`src/include/uart_rx_pkg.sv`:
```
// Constants, field layout and types for the receive status and interrupt block
package uart_rx_pkg;

    // What this block does
    // - Mode 11 raises the receive interrupt when a transfer leaves the FIFO holding 4 characters.
    // - Mode 10 raises the receive interrupt when a transfer leaves the FIFO holding 3 characters.
    // - With the upper mode bit at 0 every character moved into the FIFO raises the interrupt.
    // - Address detect keeps only characters with the ninth bit set and acts only in 9-bit format.
    // - The idle flag reads 1 while the receiver waits and 0 while it takes in a character.
    // - The parity error flag shows the parity status of the character at the FIFO head.
    // - The framing error flag shows the framing status of the character at the FIFO head.
    // - Overflow of the FIFO sets the overrun flag, which software may clear but never set.
    // - Clearing a set overrun flag empties the FIFO and returns the shift register to empty.
    // - The data available flag is 1 while the FIFO holds at least one unread character.
    // - Received characters are kept in a first-in first-out store four entries deep.
    // - Format 00 is 8 bits plain, 01 is 8 bits even parity, 10 is 8 bits odd parity, 11 is 9 bits.

    // ****************************************************************
    // Register bus
    // ****************************************************************
    localparam int              ADDR_W           = 4;
    localparam int              DATA_W           = 16;
    localparam logic [ADDR_W-1:0] ADDR_STATUS_CTRL = 4'h0;
    localparam logic [ADDR_W-1:0] ADDR_FORMAT      = 4'h1;
    localparam logic [ADDR_W-1:0] ADDR_RX_DATA     = 4'h2;
    localparam logic [ADDR_W-1:0] ADDR_IRQ_STATUS  = 4'h3;
    localparam logic [ADDR_W-1:0] ADDR_IRQ_MASK    = 4'h4;

    // ****************************************************************
    // Status, control and format field positions
    // ****************************************************************
    localparam int BIT_AVAIL    = 0;
    localparam int BIT_OVERRUN  = 1;
    localparam int BIT_FRAMING_ERR_FLAG     = 2;
    localparam int BIT_PARITY_ERR_FLAG     = 3;
    localparam int BIT_IDLE     = 4;
    localparam int BIT_ADDR_EN  = 5;
    localparam int BIT_MODE_LO  = 6;
    localparam int BIT_MODE_HI  = 7;
    localparam int BIT_FMT_LO   = 0;
    localparam int BIT_FMT_HI   = 1;

    // ****************************************************************
    // Modes, formats and levels
    // ****************************************************************
    localparam logic [1:0] MODE_FULL    = 2'h3;
    localparam logic [1:0] MODE_3Q      = 2'h2;
    localparam logic [1:0] MODE_RESET   = 2'h0;
    localparam logic [1:0] FMT_8_NONE   = 2'h0;
    localparam logic [1:0] FMT_8_EVEN   = 2'h1;
    localparam logic [1:0] FMT_8_ODD    = 2'h2;
    localparam logic [1:0] FMT_9_NONE   = 2'h3;
    localparam logic [1:0] FMT_RESET    = 2'h0;
    localparam int         FIFO_DEPTH   = 4;
    localparam int         LEVEL_3Q     = 3;
    localparam int         LEVEL_FULL   = 4;
    localparam int         BITS_8       = 8;
    localparam int         BITS_9       = 9;
    localparam int         ADDR_BIT     = 8;
    localparam int         MIN_CLKS_BIT = 4;

    // ****************************************************************
    // Interrupt status bits
    // ****************************************************************
    localparam int IRQ_W       = 3;
    localparam int IRQ_RX      = 0;
    localparam int IRQ_OVERRUN = 1;
    localparam int IRQ_ERROR   = 2;

    // ****************************************************************
    // Types
    // ****************************************************************
    typedef struct packed {
        logic       parity_err;
        logic       framing_err;
        logic [8:0] data;
    } rx_entry_type;

    typedef enum logic [4:0] {
        RX_IDLE   = 5'h01,
        RX_START  = 5'h02,
        RX_DATA   = 5'h04,
        RX_PARITY = 5'h08,
        RX_STOP   = 5'h10
    } rx_state_type;

endpackage : uart_rx_pkg

```
`src/rtl/rx_fifo.sv`:
```
// Small first-in first-out store with flush and occupancy count
`timescale 1ns/1ps
module rx_fifo #(
    parameter int WIDTH = 11,
    parameter int DEPTH = 4
) (
    input  wire logic                       ref_clk_in,
    input  wire logic                       reset_in,
    input  wire logic                       flush_in,
    input  wire logic                       push_in,
    input  wire logic [WIDTH-1:0]           push_data_in,
    input  wire logic                       pop_in,
    output logic      [WIDTH-1:0]           head_data_out,
    output logic      [$clog2(DEPTH+1)-1:0] count_out,
    output logic                            full_out,
    output logic                            empty_out
);
    localparam int PTR_W = $clog2(DEPTH);
    localparam int CNT_W = $clog2(DEPTH+1);

    if (DEPTH < 2 || (1 << PTR_W) != DEPTH) begin : g_depth_check
        $error("rx_fifo depth must be a power of two of at least two");
    end

    logic [WIDTH-1:0] mem [DEPTH];
    logic [PTR_W-1:0] wr_ptr;
    logic [PTR_W-1:0] rd_ptr;
    logic [CNT_W-1:0] count;
    logic             do_push;
    logic             do_pop;

    assign full_out      = (count == CNT_W'(DEPTH));
    assign empty_out     = (count == '0);
    assign count_out     = count;
    assign head_data_out = mem[rd_ptr];
    // Full store refuses pushes even when a pop lands in the same cycle
    assign do_push       = push_in && !full_out;
    assign do_pop        = pop_in && !empty_out;

    always_ff @(posedge ref_clk_in) begin
        if (do_push && !flush_in) begin
            mem[wr_ptr] <= push_data_in;
        end
    end

    always_ff @(posedge ref_clk_in) begin
        if (reset_in || flush_in) begin
            wr_ptr <= '0;
            rd_ptr <= '0;
            count  <= '0;
        end else begin
            if (do_push) begin
                wr_ptr <= wr_ptr + PTR_W'(1);
            end
            if (do_pop) begin
                rd_ptr <= rd_ptr + PTR_W'(1);
            end
            count <= count + CNT_W'(do_push) - CNT_W'(do_pop);
        end
    end

endmodule : rx_fifo

```
`src/rtl/uart_receive_status_irq.sv`:
```
// Serial receiver with FIFO status, error flags, address detect and interrupts
`timescale 1ns/1ps
module uart_receive_status_irq #(
    parameter int CLKS_PER_BIT = 104
) (
    input  wire logic                          ref_clk_in,
    input  wire logic                          reset_in,
    input  wire logic                          rx_in,
    input  wire logic [uart_rx_pkg::ADDR_W-1:0] addr_in,
    input  wire logic [uart_rx_pkg::DATA_W-1:0] wr_data_in,
    input  wire logic                          wr_en_in,
    input  wire logic                          rd_en_in,
    output logic      [uart_rx_pkg::DATA_W-1:0] rd_data_out,
    output logic                               irq_out
);
    localparam int TICK_W = $clog2(CLKS_PER_BIT);
    localparam int CNT_W  = $clog2(uart_rx_pkg::FIFO_DEPTH + 1);
    localparam int ENT_W  = $bits(uart_rx_pkg::rx_entry_type);
    localparam logic [TICK_W-1:0] TICK_FULL = TICK_W'(CLKS_PER_BIT - 1);
    localparam logic [TICK_W-1:0] TICK_HALF = TICK_W'(CLKS_PER_BIT / 2 - 1);

    if (CLKS_PER_BIT < uart_rx_pkg::MIN_CLKS_BIT) begin : g_baud_check
        $error("CLKS_PER_BIT too small for mid-bit sampling");
    end

    // ****************************************************************
    // Address decode
    // ****************************************************************
    function automatic logic hit(
        input logic                          strobe,
        input logic [uart_rx_pkg::ADDR_W-1:0] addr,
        input logic [uart_rx_pkg::ADDR_W-1:0] offset
    );
        hit = strobe && (addr == offset);
    endfunction : hit

    logic wr_status;
    logic wr_format;
    logic wr_mask;
    logic rd_rx_data;
    logic rd_irq_status;

    assign wr_status     = hit(wr_en_in, addr_in, uart_rx_pkg::ADDR_STATUS_CTRL);
    assign wr_format     = hit(wr_en_in, addr_in, uart_rx_pkg::ADDR_FORMAT);
    assign wr_mask       = hit(wr_en_in, addr_in, uart_rx_pkg::ADDR_IRQ_MASK);
    assign rd_rx_data    = hit(rd_en_in, addr_in, uart_rx_pkg::ADDR_RX_DATA);
    assign rd_irq_status = hit(rd_en_in, addr_in, uart_rx_pkg::ADDR_IRQ_STATUS);

    // ****************************************************************
    // Line synchroniser
    // ****************************************************************
    logic rx_meta;
    logic rx_sync;

    always_ff @(posedge ref_clk_in) begin
        if (reset_in) begin
            rx_meta <= 1'b1;
            rx_sync <= 1'b1;
        end else begin
            rx_meta <= rx_in;
            rx_sync <= rx_meta;
        end
    end

    // ****************************************************************
    // Control registers
    // ****************************************************************
    logic [1:0]                   rx_irq_mode;
    logic                         addr_detect_en;
    logic [1:0]                   data_format_sel;
    logic [uart_rx_pkg::IRQ_W-1:0] irq_mask;

    always_ff @(posedge ref_clk_in) begin
        if (reset_in) begin
            rx_irq_mode    <= uart_rx_pkg::MODE_RESET;
            addr_detect_en <= 1'b0;
        end else if (wr_status) begin
            rx_irq_mode    <= wr_data_in[uart_rx_pkg::BIT_MODE_HI:uart_rx_pkg::BIT_MODE_LO];
            addr_detect_en <= wr_data_in[uart_rx_pkg::BIT_ADDR_EN];
        end
    end

    always_ff @(posedge ref_clk_in) begin
        if (reset_in) begin
            data_format_sel <= uart_rx_pkg::FMT_RESET;
        end else if (wr_format) begin
            data_format_sel <= wr_data_in[uart_rx_pkg::BIT_FMT_HI:uart_rx_pkg::BIT_FMT_LO];
        end
    end

    always_ff @(posedge ref_clk_in) begin
        if (reset_in) begin
            irq_mask <= '0;
        end else if (wr_mask) begin
            irq_mask <= wr_data_in[uart_rx_pkg::IRQ_W-1:0];
        end
    end

    // ****************************************************************
    // Format decode
    // ****************************************************************
    logic       parity_on;
    logic       parity_odd;
    logic       nine_bit;
    logic [3:0] last_bit;

    assign nine_bit   = (data_format_sel == uart_rx_pkg::FMT_9_NONE);
    assign parity_on  = (data_format_sel == uart_rx_pkg::FMT_8_EVEN) ||
                        (data_format_sel == uart_rx_pkg::FMT_8_ODD);
    assign parity_odd = (data_format_sel == uart_rx_pkg::FMT_8_ODD);
    assign last_bit   = nine_bit ? 4'(uart_rx_pkg::BITS_9 - 1) : 4'(uart_rx_pkg::BITS_8 - 1);

    // ****************************************************************
    // Receive shift register and frame sequencer
    // ****************************************************************
    uart_rx_pkg::rx_state_type rx_state;
    logic [TICK_W-1:0]         tick;
    logic [3:0]                bit_idx;
    logic [8:0]                rx_shift_reg;
    logic                      parity_bit;
    logic                      char_valid;
    logic                      char_framing_err_flag;
    logic                      char_parity_err_flag;
    logic                      flush;

    // Format changes mid-character take effect at once; software should change it while idle
    always_ff @(posedge ref_clk_in) begin
        if (reset_in || flush) begin
            rx_state     <= uart_rx_pkg::RX_IDLE;
            tick         <= '0;
            bit_idx      <= '0;
            rx_shift_reg <= '0;
            parity_bit   <= 1'b0;
            char_valid   <= 1'b0;
            char_framing_err_flag    <= 1'b0;
            char_parity_err_flag    <= 1'b0;
        end else begin
            char_valid <= 1'b0;
            case (rx_state)
                uart_rx_pkg::RX_IDLE: begin
                    if (!rx_sync) begin
                        rx_state <= uart_rx_pkg::RX_START;
                        tick     <= TICK_HALF;
                    end
                end
                uart_rx_pkg::RX_START: begin
                    if (tick != '0) begin
                        tick <= tick - TICK_W'(1);
                    end else if (!rx_sync) begin
                        rx_state     <= uart_rx_pkg::RX_DATA;
                        tick         <= TICK_FULL;
                        bit_idx      <= '0;
                        rx_shift_reg <= '0;
                    end else begin
                        // Glitch shorter than half a bit is not a start
                        rx_state <= uart_rx_pkg::RX_IDLE;
                    end
                end
                uart_rx_pkg::RX_DATA: begin
                    if (tick != '0) begin
                        tick <= tick - TICK_W'(1);
                    end else begin
                        tick                  <= TICK_FULL;
                        rx_shift_reg[bit_idx] <= rx_sync;
                        bit_idx               <= bit_idx + 4'h1;
                        if (bit_idx == last_bit) begin
                            rx_state <= parity_on ? uart_rx_pkg::RX_PARITY : uart_rx_pkg::RX_STOP;
                        end
                    end
                end
                uart_rx_pkg::RX_PARITY: begin
                    if (tick != '0) begin
                        tick <= tick - TICK_W'(1);
                    end else begin
                        tick       <= TICK_FULL;
                        parity_bit <= rx_sync;
                        rx_state   <= uart_rx_pkg::RX_STOP;
                    end
                end
                uart_rx_pkg::RX_STOP: begin
                    if (tick != '0) begin
                        tick <= tick - TICK_W'(1);
                    end else begin
                        char_valid <= 1'b1;
                        char_framing_err_flag  <= !rx_sync;
                        char_parity_err_flag  <= parity_on &&
                                      ((^rx_shift_reg[7:0]) ^ parity_bit ^ parity_odd);
                        rx_state   <= uart_rx_pkg::RX_IDLE;
                    end
                end
                default: begin
                    rx_state <= uart_rx_pkg::RX_IDLE;
                end
            endcase
        end
    end

    // ****************************************************************
    // Address filter and FIFO
    // ****************************************************************
    uart_rx_pkg::rx_entry_type new_entry;
    uart_rx_pkg::rx_entry_type head_entry;
    logic [ENT_W-1:0]          head_bits;
    logic [CNT_W-1:0]          fifo_count;
    logic                      fifo_full;
    logic                      fifo_empty;
    logic                      drop_char;
    logic                      accept;
    logic                      push;
    logic                      pop;
    logic [CNT_W-1:0]          next_level;

    assign drop_char = nine_bit && addr_detect_en && !rx_shift_reg[uart_rx_pkg::ADDR_BIT];
    assign accept    = char_valid && !drop_char;
    assign push      = accept && !fifo_full;
    assign pop       = rd_rx_data && !fifo_empty;

    assign new_entry.parity_err  = char_parity_err_flag;
    assign new_entry.framing_err = char_framing_err_flag;
    assign new_entry.data        = rx_shift_reg;
    assign head_entry            = uart_rx_pkg::rx_entry_type'(head_bits);

    rx_fifo #(
        .WIDTH (ENT_W),
        .DEPTH (uart_rx_pkg::FIFO_DEPTH)
    ) u_rx_fifo (
        .ref_clk_in    (ref_clk_in),
        .reset_in      (reset_in),
        .flush_in      (flush),
        .push_in       (push),
        .push_data_in  (new_entry),
        .pop_in        (pop),
        .head_data_out (head_bits),
        .count_out     (fifo_count),
        .full_out      (fifo_full),
        .empty_out     (fifo_empty)
    );

    // ****************************************************************
    // Overrun flag
    // ****************************************************************
    logic overrun_flag;
    logic overrun_event;
    logic overrun_clear;

    assign overrun_event = accept && fifo_full;
    assign overrun_clear = wr_status && !wr_data_in[uart_rx_pkg::BIT_OVERRUN] && overrun_flag;
    // A new overflow in the clearing cycle keeps the flag and skips the flush
    assign flush         = overrun_clear && !overrun_event;

    always_ff @(posedge ref_clk_in) begin
        if (reset_in) begin
            overrun_flag <= 1'b0;
        end else if (overrun_event) begin
            overrun_flag <= 1'b1;
        end else if (overrun_clear) begin
            overrun_flag <= 1'b0;
        end
    end

    // ****************************************************************
    // Receive interrupt level selection
    // ****************************************************************
    logic rx_event;
    logic err_event;

    // Level seen right after the transfer, with a same-cycle read counted
    assign next_level = fifo_count + CNT_W'(1) - CNT_W'(pop);
    always_comb begin
        rx_event = 1'b0;
        if (push) begin
            if (!rx_irq_mode[1]) begin
                rx_event = 1'b1;
            end else if (rx_irq_mode == uart_rx_pkg::MODE_3Q) begin
                rx_event = (next_level == CNT_W'(uart_rx_pkg::LEVEL_3Q));
            end else if (rx_irq_mode == uart_rx_pkg::MODE_FULL) begin
                rx_event = (next_level == CNT_W'(uart_rx_pkg::LEVEL_FULL));
            end
        end
    end
    assign err_event = push && (char_parity_err_flag || char_framing_err_flag);

    // ****************************************************************
    // Interrupt status, mask and output
    // ****************************************************************
    logic [uart_rx_pkg::IRQ_W-1:0] irq_status;
    logic [uart_rx_pkg::IRQ_W-1:0] irq_set;
    logic [uart_rx_pkg::IRQ_W-1:0] next_irq_status;

    always_comb begin
        irq_set                          = '0;
        irq_set[uart_rx_pkg::IRQ_RX]      = rx_event;
        irq_set[uart_rx_pkg::IRQ_OVERRUN] = overrun_event;
        irq_set[uart_rx_pkg::IRQ_ERROR]   = err_event;
        // Set wins over the clearing read
        next_irq_status = irq_set | (rd_irq_status ? '0 : irq_status);
    end

    always_ff @(posedge ref_clk_in) begin
        if (reset_in) begin
            irq_status <= '0;
            irq_out    <= 1'b0;
        end else begin
            irq_status <= next_irq_status;
            irq_out    <= |(next_irq_status & irq_mask);
        end
    end

    // ****************************************************************
    // Read data
    // ****************************************************************
    logic [uart_rx_pkg::DATA_W-1:0] rd_word;
    logic                          rx_data_avail;
    logic                          receiver_idle_flag;
    logic                          parity_err_flag;
    logic                          framing_err_flag;

    assign rx_data_avail      = !fifo_empty;
    assign receiver_idle_flag = (rx_state == uart_rx_pkg::RX_IDLE);
    assign parity_err_flag    = rx_data_avail && head_entry.parity_err;
    assign framing_err_flag   = rx_data_avail && head_entry.framing_err;

    always_comb begin
        rd_word = '0;
        if (addr_in == uart_rx_pkg::ADDR_STATUS_CTRL) begin
            rd_word[uart_rx_pkg::BIT_MODE_HI:uart_rx_pkg::BIT_MODE_LO] = rx_irq_mode;
            rd_word[uart_rx_pkg::BIT_ADDR_EN] = addr_detect_en;
            rd_word[uart_rx_pkg::BIT_IDLE]    = receiver_idle_flag;
            rd_word[uart_rx_pkg::BIT_PARITY_ERR_FLAG]    = parity_err_flag;
            rd_word[uart_rx_pkg::BIT_FRAMING_ERR_FLAG]    = framing_err_flag;
            rd_word[uart_rx_pkg::BIT_OVERRUN] = overrun_flag;
            rd_word[uart_rx_pkg::BIT_AVAIL]   = rx_data_avail;
        end else if (addr_in == uart_rx_pkg::ADDR_FORMAT) begin
            rd_word[uart_rx_pkg::BIT_FMT_HI:uart_rx_pkg::BIT_FMT_LO] = data_format_sel;
        end else if (addr_in == uart_rx_pkg::ADDR_RX_DATA) begin
            rd_word[uart_rx_pkg::ADDR_BIT:0] = rx_data_avail ? head_entry.data : '0;
        end else if (addr_in == uart_rx_pkg::ADDR_IRQ_STATUS) begin
            rd_word[uart_rx_pkg::IRQ_W-1:0] = irq_status;
        end else if (addr_in == uart_rx_pkg::ADDR_IRQ_MASK) begin
            rd_word[uart_rx_pkg::IRQ_W-1:0] = irq_mask;
        end
    end

    // Data stand only in the cycle after the strobe
    always_ff @(posedge ref_clk_in) begin
        if (reset_in) begin
            rd_data_out <= '0;
        end else begin
            rd_data_out <= rd_en_in ? rd_word : '0;
        end
    end

endmodule : uart_receive_status_irq

```
`config.mk`:
```
export PLATFORM = sky130hd
export DESIGN_NAME = uart_receive_status_irq
export DESIGN_NICKNAME = d
export VERILOG_FILES = /design/src/include/uart_rx_pkg.sv /design/src/rtl/rx_fifo.sv /design/src/rtl/uart_receive_status_irq.sv
export SDC_FILE = /design/constraint.sdc
export NUM_CORES = 1
export LEC_CHECK = 0
export BUFFER_PORTS_ARGS = -buffer_cell sky130_fd_sc_hd__buf_2
export CORE_UTILIZATION = 50
export DETAILED_ROUTE_END_ITERATION = 8
export PLACE_DENSITY = 0.69
export SYNTH_ARGS = -nofsm -noshare
export SYNTH_HDL_FRONTEND = slang
export SYNTH_HIERARCHICAL = 1
export SYNTH_SLANG_ARGS = --single-unit
```
`constraint.sdc`:
```
create_clock -name ref_clk_in -period 3.1 [get_ports ref_clk_in]
set_clock_uncertainty 0.1 [all_clocks]
set_input_delay 0.465 -clock ref_clk_in [delete_from_list [all_inputs] [get_ports ref_clk_in]]
set_output_delay 0.465 -clock ref_clk_in [all_outputs]
set_load 0.005 [all_outputs]
```
==> results.md, run 1 <==
- Row generation in the floorplan step produced 36 rows.
- The post-cts gate resize count is 0.
- On the critical path, the stage with the largest delay is an instance of sky130_fd_sc_hd__dfxtp_1.
- The final wirelength is 9690 um.
- The wire-length estimate of the detail-placed layout is just under 7000 um.
- The number of antenna violations at the first check in global routing is 0.
- At the worst endpoint, the arrival time is 2.98 ns.
- The total area inside the core boundary comes to around 9700 um2.
- The area share of xor/xnor cells in the synthesized design is 3.07%.
- Once the floorplan was initialized, standard cells occupied between 50 and 60% of the core.
- From synthesis to final layout, the design area changed by 7.85%.
- The top-area cell type share of the netlist area is about a quarter.
- In the post-synthesis netlist, the cell with the most instances is sky130_fd_sc_hd__dfxtp_1.
- Sorting the synthesized cells by area gives the leading types as sky130_fd_sc_hd__edfxtp_1 (26%), sky130_fd_sc_hd__dfxtp_1 (25%), sky130_fd_sc_hd__mux2i_1 (4.8%), sky130_fd_sc_hd__ha_1 (3.7%), sky130_fd_sc_hd__mux4_1 (3.7%).
- The average cell area after synthesis is 11.4 um2.
- After synthesis, the share of cell area in mux cells is 10.5%.
- After detailed routing, the average wire length per cell comes to approximately 16 um.
- The final-report setup violation count is 0.
- The count of max-cap constraint violations is 0.
- The total number of nets in the final design is 502.
- The run finished with clean final reports.
- For this block, the initial DRC count from the detailed router was 196.
- The slew of the pin with the lowest slew margin is 0.753 ns.
- The worst setup path is launched from a register.
- The path type of the worst min-delay path is input port to register.
- Port buffering added 24 buffers.
- The tree is rooted in a sky130_fd_sc_hd__clkbuf_8.
- The worst hold path terminates at rx_meta$_SDFF_PP1_.
- The number of pins with negative max-slew slack in the final report came to 0.
- In the final layout, the share of cells above drive strength 1 is 15.9%.
- The internal reg-to-reg setup slack is 0.28 ns.
- In this run the most critical hold path is launched from rx_in.
- Clock-pin slew was measured on the worst setup and hold paths at around 0.12 ns.
- The count of nets left with antenna violations once routing finished came out at 0.
- Summing over every cut layer, the via total after detailed routing is 3377.
- The worst setup path is captured at a register.
- The dominant combinational cell family by area after synthesis is simple AND/OR/NAND/NOR gates.
- On the worst path, the slowest cell contributes a delay of 0.40 ns.
- For the worst setup path, the data required time is 3.26 ns.
- In this run the tightest slew margin relative to its limit is 49.7%.
- Of all cell types, the one taking the most synthesized area is sky130_fd_sc_hd__edfxtp_1.
- Clock latency on the worst-skew pair, taken at its later pin, is 0.37 ns.
- The synthesis warning total is 6.
- For this run, asynchronously set or reset flops after synthesis account for 0%.
- The total negative slack is 0 ns.
- Power comes to 2430 uW.
- The depth of the critical timing path with buffers and inverters included is 13.
- The worst supply voltage drop on vdd is 288 uV.
- The hold buffer count at cts is 0.
- TritonCTS built the clock tree.
- Buffers added to address setup during post-CTS repair amount to 0.
- After synthesis the netlist holds a flip-flop and latch count of 106.
- The post-route clock period utilization is 91.0%.
- The die height is 102 um.
- The dominant register cell in the synthesized netlist is sky130_fd_sc_hd__dfxtp_1.
- The critical path is of the register to register type.
- The CTS sink count is 106.
- The netlist area before placement is 5010 um2.
- Measured in cells, the most critical reg-to-reg path has a length of 13.
- The total clock buffers created by CTS is 9.
- Yosys mapped a number of flops with a built-in enable equal to between 40 and 50.
- For this run, design rule violations remaining after detail routing come to 0.
- The overflow left after global routing is 0.
- Of the total synthesized cell area, the portion taken by full adders, half adders and majority gates is 4.15%.
- The clock tree synthesis step divided the H-tree into 3 levels.
- The via count of the first global-routing pass came to 3070.
- After layout, the minimum clock period comes to roughly 2.8 ns.
- Setup repair after global routing left no endpoint under its margin.
- The first global-routing pass estimated 15000 um of wire.
- The critical path goes through nor3_1 > nor2_1 > and3_1 > nand2_1 > inv_1 > nor2b_2 > ha_1 > inv_1 > ha_1 > fa_1 > xnor2_1 > xnor2_1 > nor3_1.
- The number of distinct library cells after synthesis is 66.
- The iteration count of the initial detailed-routing pass is 4.
- The final count of hold timing violations is 0.
- The die extent in x is 102 um.
- The power per standard cell area is between 400 and 500 nW/um2.
- The routability congestion estimate is 0.928.
- The die covers 10400 um2.
- By count the netlist is led by sky130_fd_sc_hd__dfxtp_1 (62), sky130_fd_sc_hd__edfxtp_1 (44), sky130_fd_sc_hd__nor2_1 (41).
- The highest net fanout along the worst path is 6.
- The synthesized netlist devotes about 8.5% of its cell area to compound gates.
- The number of top-level pins is 42.
- The simple-gate share of the synthesized area is 17.5%.
- The total buffers and inverters traversed by the critical path is 2.
- The worst hold path passes through 2 cells.
- The dominant delay contributor by cell family on the critical path is simple AND/OR/NAND/NOR gates.
- Entering global routing, the biggest net connects 23 pins.
- The leakage component of the power is around 0.0021 uW.
- The global-route usage over all layers is 19.3%.
- The startpoint identified for the worst register-to-register timing path is u_rx_fifo/count_out[1]$_SDFF_PP0_.
- In this run the deepest clock path goes through 2 buffers.
- The count of inserted antenna diode cells is 0.
- Using the TritonRoute via totals, the vias-per-cell ratio works out to between 5 and 6.
- The sequential-to-total area share from yosys stat is between 50 and 60%.
- The number of flip-flops in the largest register is 44.
- The highest attainable clock frequency is 0.354 GHz.
- The synthesized instance count is 439.
- The reg-to-reg endpoint is u_rx_fifo/count_out[2]$_SDFF_PP0_.
-- area by class of cell --
cell class / instances / area [um2]
Tap cell: 133 / 166
Timing Repair Buffer: 33 / 188
Clock buffer: 9 / 124
Clock inverter: 7 / 75.1
Sequential cell: 106 / 2560
Fill cell: 862 / 4330
Multi-Input combinational cell: 293 / 2220
Inverter: 18 / 67.6
-- through the flow --
stage               area (um2)  utilization (%)  std cells  hold WS [ns]  setup slack, ns
global route              5400             55.5        599         0.154          0.00902
CTS                       5400             55.5        599         0.164            0.267
floorplan                 5030                -        445         0.289            0.406
finish                    5400             55.5        599         0.173            0.278
detailed placement        5200             53.4        583         0.302            0.268
global placement          5200             53.4        583         0.301            0.303
-- metal layers --
metal	global-route usage [%]	part of all wire [%]	up-vias
li1	-	-	1630
met1	25.7	47	1656
met2	31.4	48	81
met3	3.69	4.1	10
met4	6.70	1.2	0
met5	0	0	-
-- report_power, final --
group | switching [uW] | internal, uW
combinational | 70.6 | 43.5
clock | 531 | 322
sequential | 16.1 | 1450
total | 618 | 1810
-- worst max-delay path by stage --
| stage | startpoint | end | slack [ns] |
|---|---|---|---|
| detailed placement | addr_in[0] | u_rx_fifo/count_out[2]$_SDFF_PP0_ | 0.27 |
| global route | u_rx_fifo/count_out[1]$_SDFF_PP0_ | u_rx_fifo/count_out[2]$_SDFF_PP0_ | 0.009 |
| global placement | addr_in[0] | irq_out$_SDFF_PP0_ | 0.30 |
| floorplan | u_rx_fifo/count_out[1]$_SDFF_PP0_ | u_rx_fifo/count_out[2]$_SDFF_PP0_ | 0.41 |
| CTS | u_rx_fifo/count_out[1]$_SDFF_PP0_ | u_rx_fifo/count_out[2]$_SDFF_PP0_ | 0.27 |
| finish | u_rx_fifo/count_out[1]$_SDFF_PP0_ | u_rx_fifo/count_out[2]$_SDFF_PP0_ | 0.28 |
-- kinds of logic (layout without fill, tap and decap cells) --
family                     count (synthesis)  count (layout)
AOI/OAI and AO/OA                         60              60
xor gates and xnor gates                  16              16
adders and majority gates                 16              16
buffers and inverters                     46              67
DFF                                      106             106
muxes                                     36              36
other                                      1               7
and+or+nand+nor                          158             158
-- layout by cell type (no fill, tap or decap), types with 4 or more instances in the layout --
| cell | instances |
|---|---|
| sky130_fd_sc_hd__edfxtp_1 | 44 |
| sky130_fd_sc_hd__and3_1 | 4 |
| sky130_fd_sc_hd__nor3b_2 | 5 |
| sky130_fd_sc_hd__or3_1 | 6 |
| sky130_fd_sc_hd__ha_1 | 15 |
| sky130_fd_sc_hd__mux4_2 | 4 |
| sky130_fd_sc_hd__mux2i_1 | 24 |
| sky130_fd_sc_hd__xnor2_1 | 10 |
| sky130_fd_sc_hd__clkbuf_8 | 9 |
| sky130_fd_sc_hd__conb_1 | 7 |
| sky130_fd_sc_hd__nand2_1 | 29 |
| sky130_fd_sc_hd__nor2b_1 | 6 |
| sky130_fd_sc_hd__inv_1 | 18 |
| sky130_fd_sc_hd__a22o_1 | 5 |
| sky130_fd_sc_hd__mux4_1 | 7 |
| sky130_fd_sc_hd__o21ai_0 | 8 |
| sky130_fd_sc_hd__nor2_1 | 41 |
| sky130_fd_sc_hd__or2_2 | 4 |
| sky130_fd_sc_hd__nor3b_1 | 8 |
| sky130_fd_sc_hd__nand3_1 | 13 |
| sky130_fd_sc_hd__xor2_1 | 5 |
| sky130_fd_sc_hd__nand4_1 | 5 |
| sky130_fd_sc_hd__nor3_1 | 11 |
| sky130_fd_sc_hd__a21oi_1 | 21 |
| sky130_fd_sc_hd__dfxtp_1 | 62 |
| sky130_fd_sc_hd__buf_2 | 24 |
| sky130_fd_sc_hd__buf_4 | 9 |
Power figures use the tool's default switching activity.
==> run 2: changes to the inputs <==
SETUP_SLACK_MARGIN = 0.4   (was unset)
==> run 2 against run 1 <==
  * Final area rose by 2.8%
  * Utilization rose by 1.5 points
  * Global-route usage rose by 0.19 points
  * Highest routed layer unchanged
  * Sequential power barely moved
  * Combinational power barely moved
  * Worst setup slack improved by 0.26 ns
  * Worst hold slack improved by 0.0038 ns
  * Sequential cell count did not move
  * Critical path depth fell by 1
  * Routed wire length rose by 1.4%
  * Sequential share of layout area fell by 0.98 points
  * Critical endpoint unchanged
  * Largest cell class unchanged
  * Via count rose by 0.59%
==> results.md, run 2 (synthesized netlist as in run 1, its figures left out) <==
- The per-cell routed wire length is 16.3 um (+0.42%).
- STA classifies the critical path startpoint as a register.
- The leakage component of the power was 0.00215 uW (+2.0%).
- The final-report setup violation count is 0 (unchanged).
- TritonCTS built the clock tree.
- The slowest stage cell on the critical path is sky130_fd_sc_hd__dfxtp_4.
- In the layout the commonest cells are sky130_fd_sc_hd__dfxtp_1 (57), sky130_fd_sc_hd__edfxtp_1 (44), sky130_fd_sc_hd__nor2_1 (40), sky130_fd_sc_hd__nand2_1 (28).
- The sequential standard cell area is 2580 um2 (+0.63%).
- The most common cell after layout, fill and taps aside is sky130_fd_sc_hd__dfxtp_1.
- The vias after detailed routing came to 3397 (+0.59%).
- The final period demand of the worst path is 2.56 ns (-0.265 ns).
- The via count of the first global-routing pass is 3078 (+0.26%).
- The count of inserted antenna diode cells came to 0 (unchanged).
- The worst relative slew slack is 49.7% (about the same).
- The root buffer cell chosen for the clock tree is sky130_fd_sc_hd__clkbuf_8.
- The count of max-cap constraint violations is 0 (unchanged).
- The maximum buffer depth of the clock tree came to 2 (unchanged).
- The routability congestion estimate was 0.928 (unchanged).
- The die height is 102 um (unchanged).
- The iteration count of the initial detailed-routing pass is 4 (unchanged).
- Setup repair after global routing left no endpoint under its margin.
- The number of pins with negative max-slew slack in the final report came to 0 (unchanged).
- The maximum number of pins on one net before global-route repair was 23 (unchanged).
- The total number of nets in the final design is 508 (+1.2%).
- The global-route usage over all layers is 19.5% (+0.19 points).
- The path type of the worst min-delay path is input port to register.
- The largest stage delay on the critical path is 0.38 ns (-0.02 ns).
- The wire length of the first global-routing pass is 15200 um (+1.0%).
- The data required time of the worst path came to 3.30 ns (+0.04 ns).
- The via-per-instance ratio is 5.61 (-0.41%).
- The share of post-route cells with drive strength above 1 is 20.8% (+4.9 points).
- The power per standard cell area is 437 nW/um2 (-3.0%).
- The hold buffer count at cts is 0 (unchanged).
- The final count of hold timing violations is 0 (unchanged).
- The total placed cells including tap cells is 583 (unchanged).
- The number of cells in the finished layout apart from fillers is 605 (+1.0%).
- The total number of H-tree levels is 3 (unchanged).
- The count of standard-cell rows is 36 (unchanged).
- The critical path goes through ha_4 > and3b_2 > nor3b_2 > buf_4 > nand2b_4 > ha_4 > inv_2 > ha_4 > fa_2 > xnor2_2 > xnor2_1 > nor3_1.
- Compared with the post-synthesis result, the final layout area differs by 10.8%.
- The port buffer count is 24 (unchanged).
- The effective utilization at floorplan is 51.5% (unchanged).
- The cell seen most often among critical-path stages is sky130_fd_sc_hd__ha_4.
- The worst setup path is captured at a register.
- The count of routing violations after the opening detailed-route iteration came to 186 (-5.1%).
- The arrival time of the worst setup path is 2.75 ns (-0.23 ns).
- The number of antenna violations at the first check in global routing is 0 (unchanged).
- The total clock buffers created by CTS was 9 (unchanged).
- The flow ran to the end, and the final reports show no timing, DRC or antenna violations.
- The number of nets with antenna violations after detailed routing is 0 (unchanged).
- The post-route clock period utilization is 82.5% (-8.5 points).
- The internal reg-to-reg setup slack came to 0.54 ns (+0.26 ns).
- The clock network latency to the later pin of the worst-skew pair was 0.37 ns (about the same).
- The number of top-level pins is 42 (unchanged).
- The die extent in x came to 102 um (unchanged).
- The startpoint-to-endpoint class of the critical path is register to register.
- The final wirelength came to 9830 um (+1.4%).
- The CTS sink count is 106 (unchanged).
- The highest net fanout along the worst path is 4 (-2).
- The worst supply voltage drop on vdd is 287 uV (-0.53%).
- The post-DP HPWL is 6760 um (unchanged).
- The area of the core was 9730 um2 (unchanged).
- The layout filler cell count is 838 (-2.8%).
- The slew of the pin with the lowest slew margin was 0.754 ns (+0.000245 ns).
- The depth of the worst register-to-register path is 12 (-1).
- The clock slew seen by the registers of the worst setup and hold paths is 0.11 ns (about the same).
- The full die area is 10400 um2 (unchanged).
- The number of flip-flops in the largest register is 44 (unchanged).
- The cell count of the worst hold path came to 2 (unchanged).
- The total area of multi-input combinational cells is 2300 um2 (+4.0%).
- The overflow left after global routing is 0 (unchanged).
- The total negative slack is 0 ns (unchanged).
- The highest attainable clock frequency is 0.391 GHz (+10%).
- The final routed DRC violation total is 0 (unchanged).
run 2: cell count changes in the layout (fill, tap and decap cells not counted), moves of 3 or more:
cell,delta
sky130_fd_sc_hd__buf_4,+6
sky130_fd_sc_hd__dfxtp_1,-5
sky130_fd_sc_hd__dfxtp_4,+4
sky130_fd_sc_hd__ha_1,-3
sky130_fd_sc_hd__ha_4,+3
run 2: metal layers:
metal / GRT usage (%) / vias to the layer above / wire length, um
li1: - / 1646 / -
met1: 25.9 / 1654 / 4530
met2: 31.8 / 85 / 4710
met3: 3.76 / 12 / 457
met4: 7.03 / 0 / 135
met5: 0 / - / 0
run 2: path summary, 6_finish.rpt:
| check | from | to |
|---|---|---|
| min reg2reg | rx_meta$_SDFF_PP1_ | rx_sync$_SDFF_PP1_ |
| min | rx_in | rx_meta$_SDFF_PP1_ |
| max | data_format_sel[0]$_SDFFE_PP0P_ | u_rx_fifo/count_out[2]$_SDFF_PP0_ |
| max reg2reg | data_format_sel[0]$_SDFFE_PP0P_ | u_rx_fifo/count_out[2]$_SDFF_PP0_ |
run 2: per-stage QoR:
stage | setup WS [ns] | cell area [um2] | total power, uW | util (%) | hold slack, ns
after global routing | 0.402 | 5550 | 2520 | 57.0 | 0.154
after floorplan | 0.406 | 5030 | 1580 | - | 0.289
after CTS | 0.401 | 5450 | 2450 | 56.0 | 0.164
after global placement | 0.303 | 5200 | 1610 | 53.4 | 0.301
after detailed placement | 0.268 | 5200 | 1610 | 53.4 | 0.302
final | 0.542 | 5550 | 2420 | 57.0 | 0.177
run 2: final cells by class:
cell class                      count  share of cell area [%]
Clock buffer                        9                    2.23
Tap cell                          133                    3.00
Clock inverter                      7                    1.35
Sequential cell                   106                    46.5
Multi-Input combinational cell    293                    41.5
Timing Repair Buffer               39                    4.19
Inverter                           18                    1.22
run 2: power breakdown:
group          internal (uW)  leakage, uW  switching (uW)  total [uW]
logic                   43.6      0.00111            70.9         114
registers               1440     0.000945            16.2        1460
clock network            322    0.0000990             526         849
total                   1810      0.00215             614        2420
run 2: repair_timing:
action,in CTS,in global routing
resized for setup,12,14
pin swaps,1,9
setup endpoints to repair,2,2
setup buffers,2,4
run 2: critical path: cells and delay by family (launching register included):
kind / cells / cell delay (ns)
xor+xnor: 2 / 0.28
fa+ha+maj: 4 / 0.94
buf+inv: 2 / 0.19
flops: 1 / 0.38
simple gates: 4 / 0.61
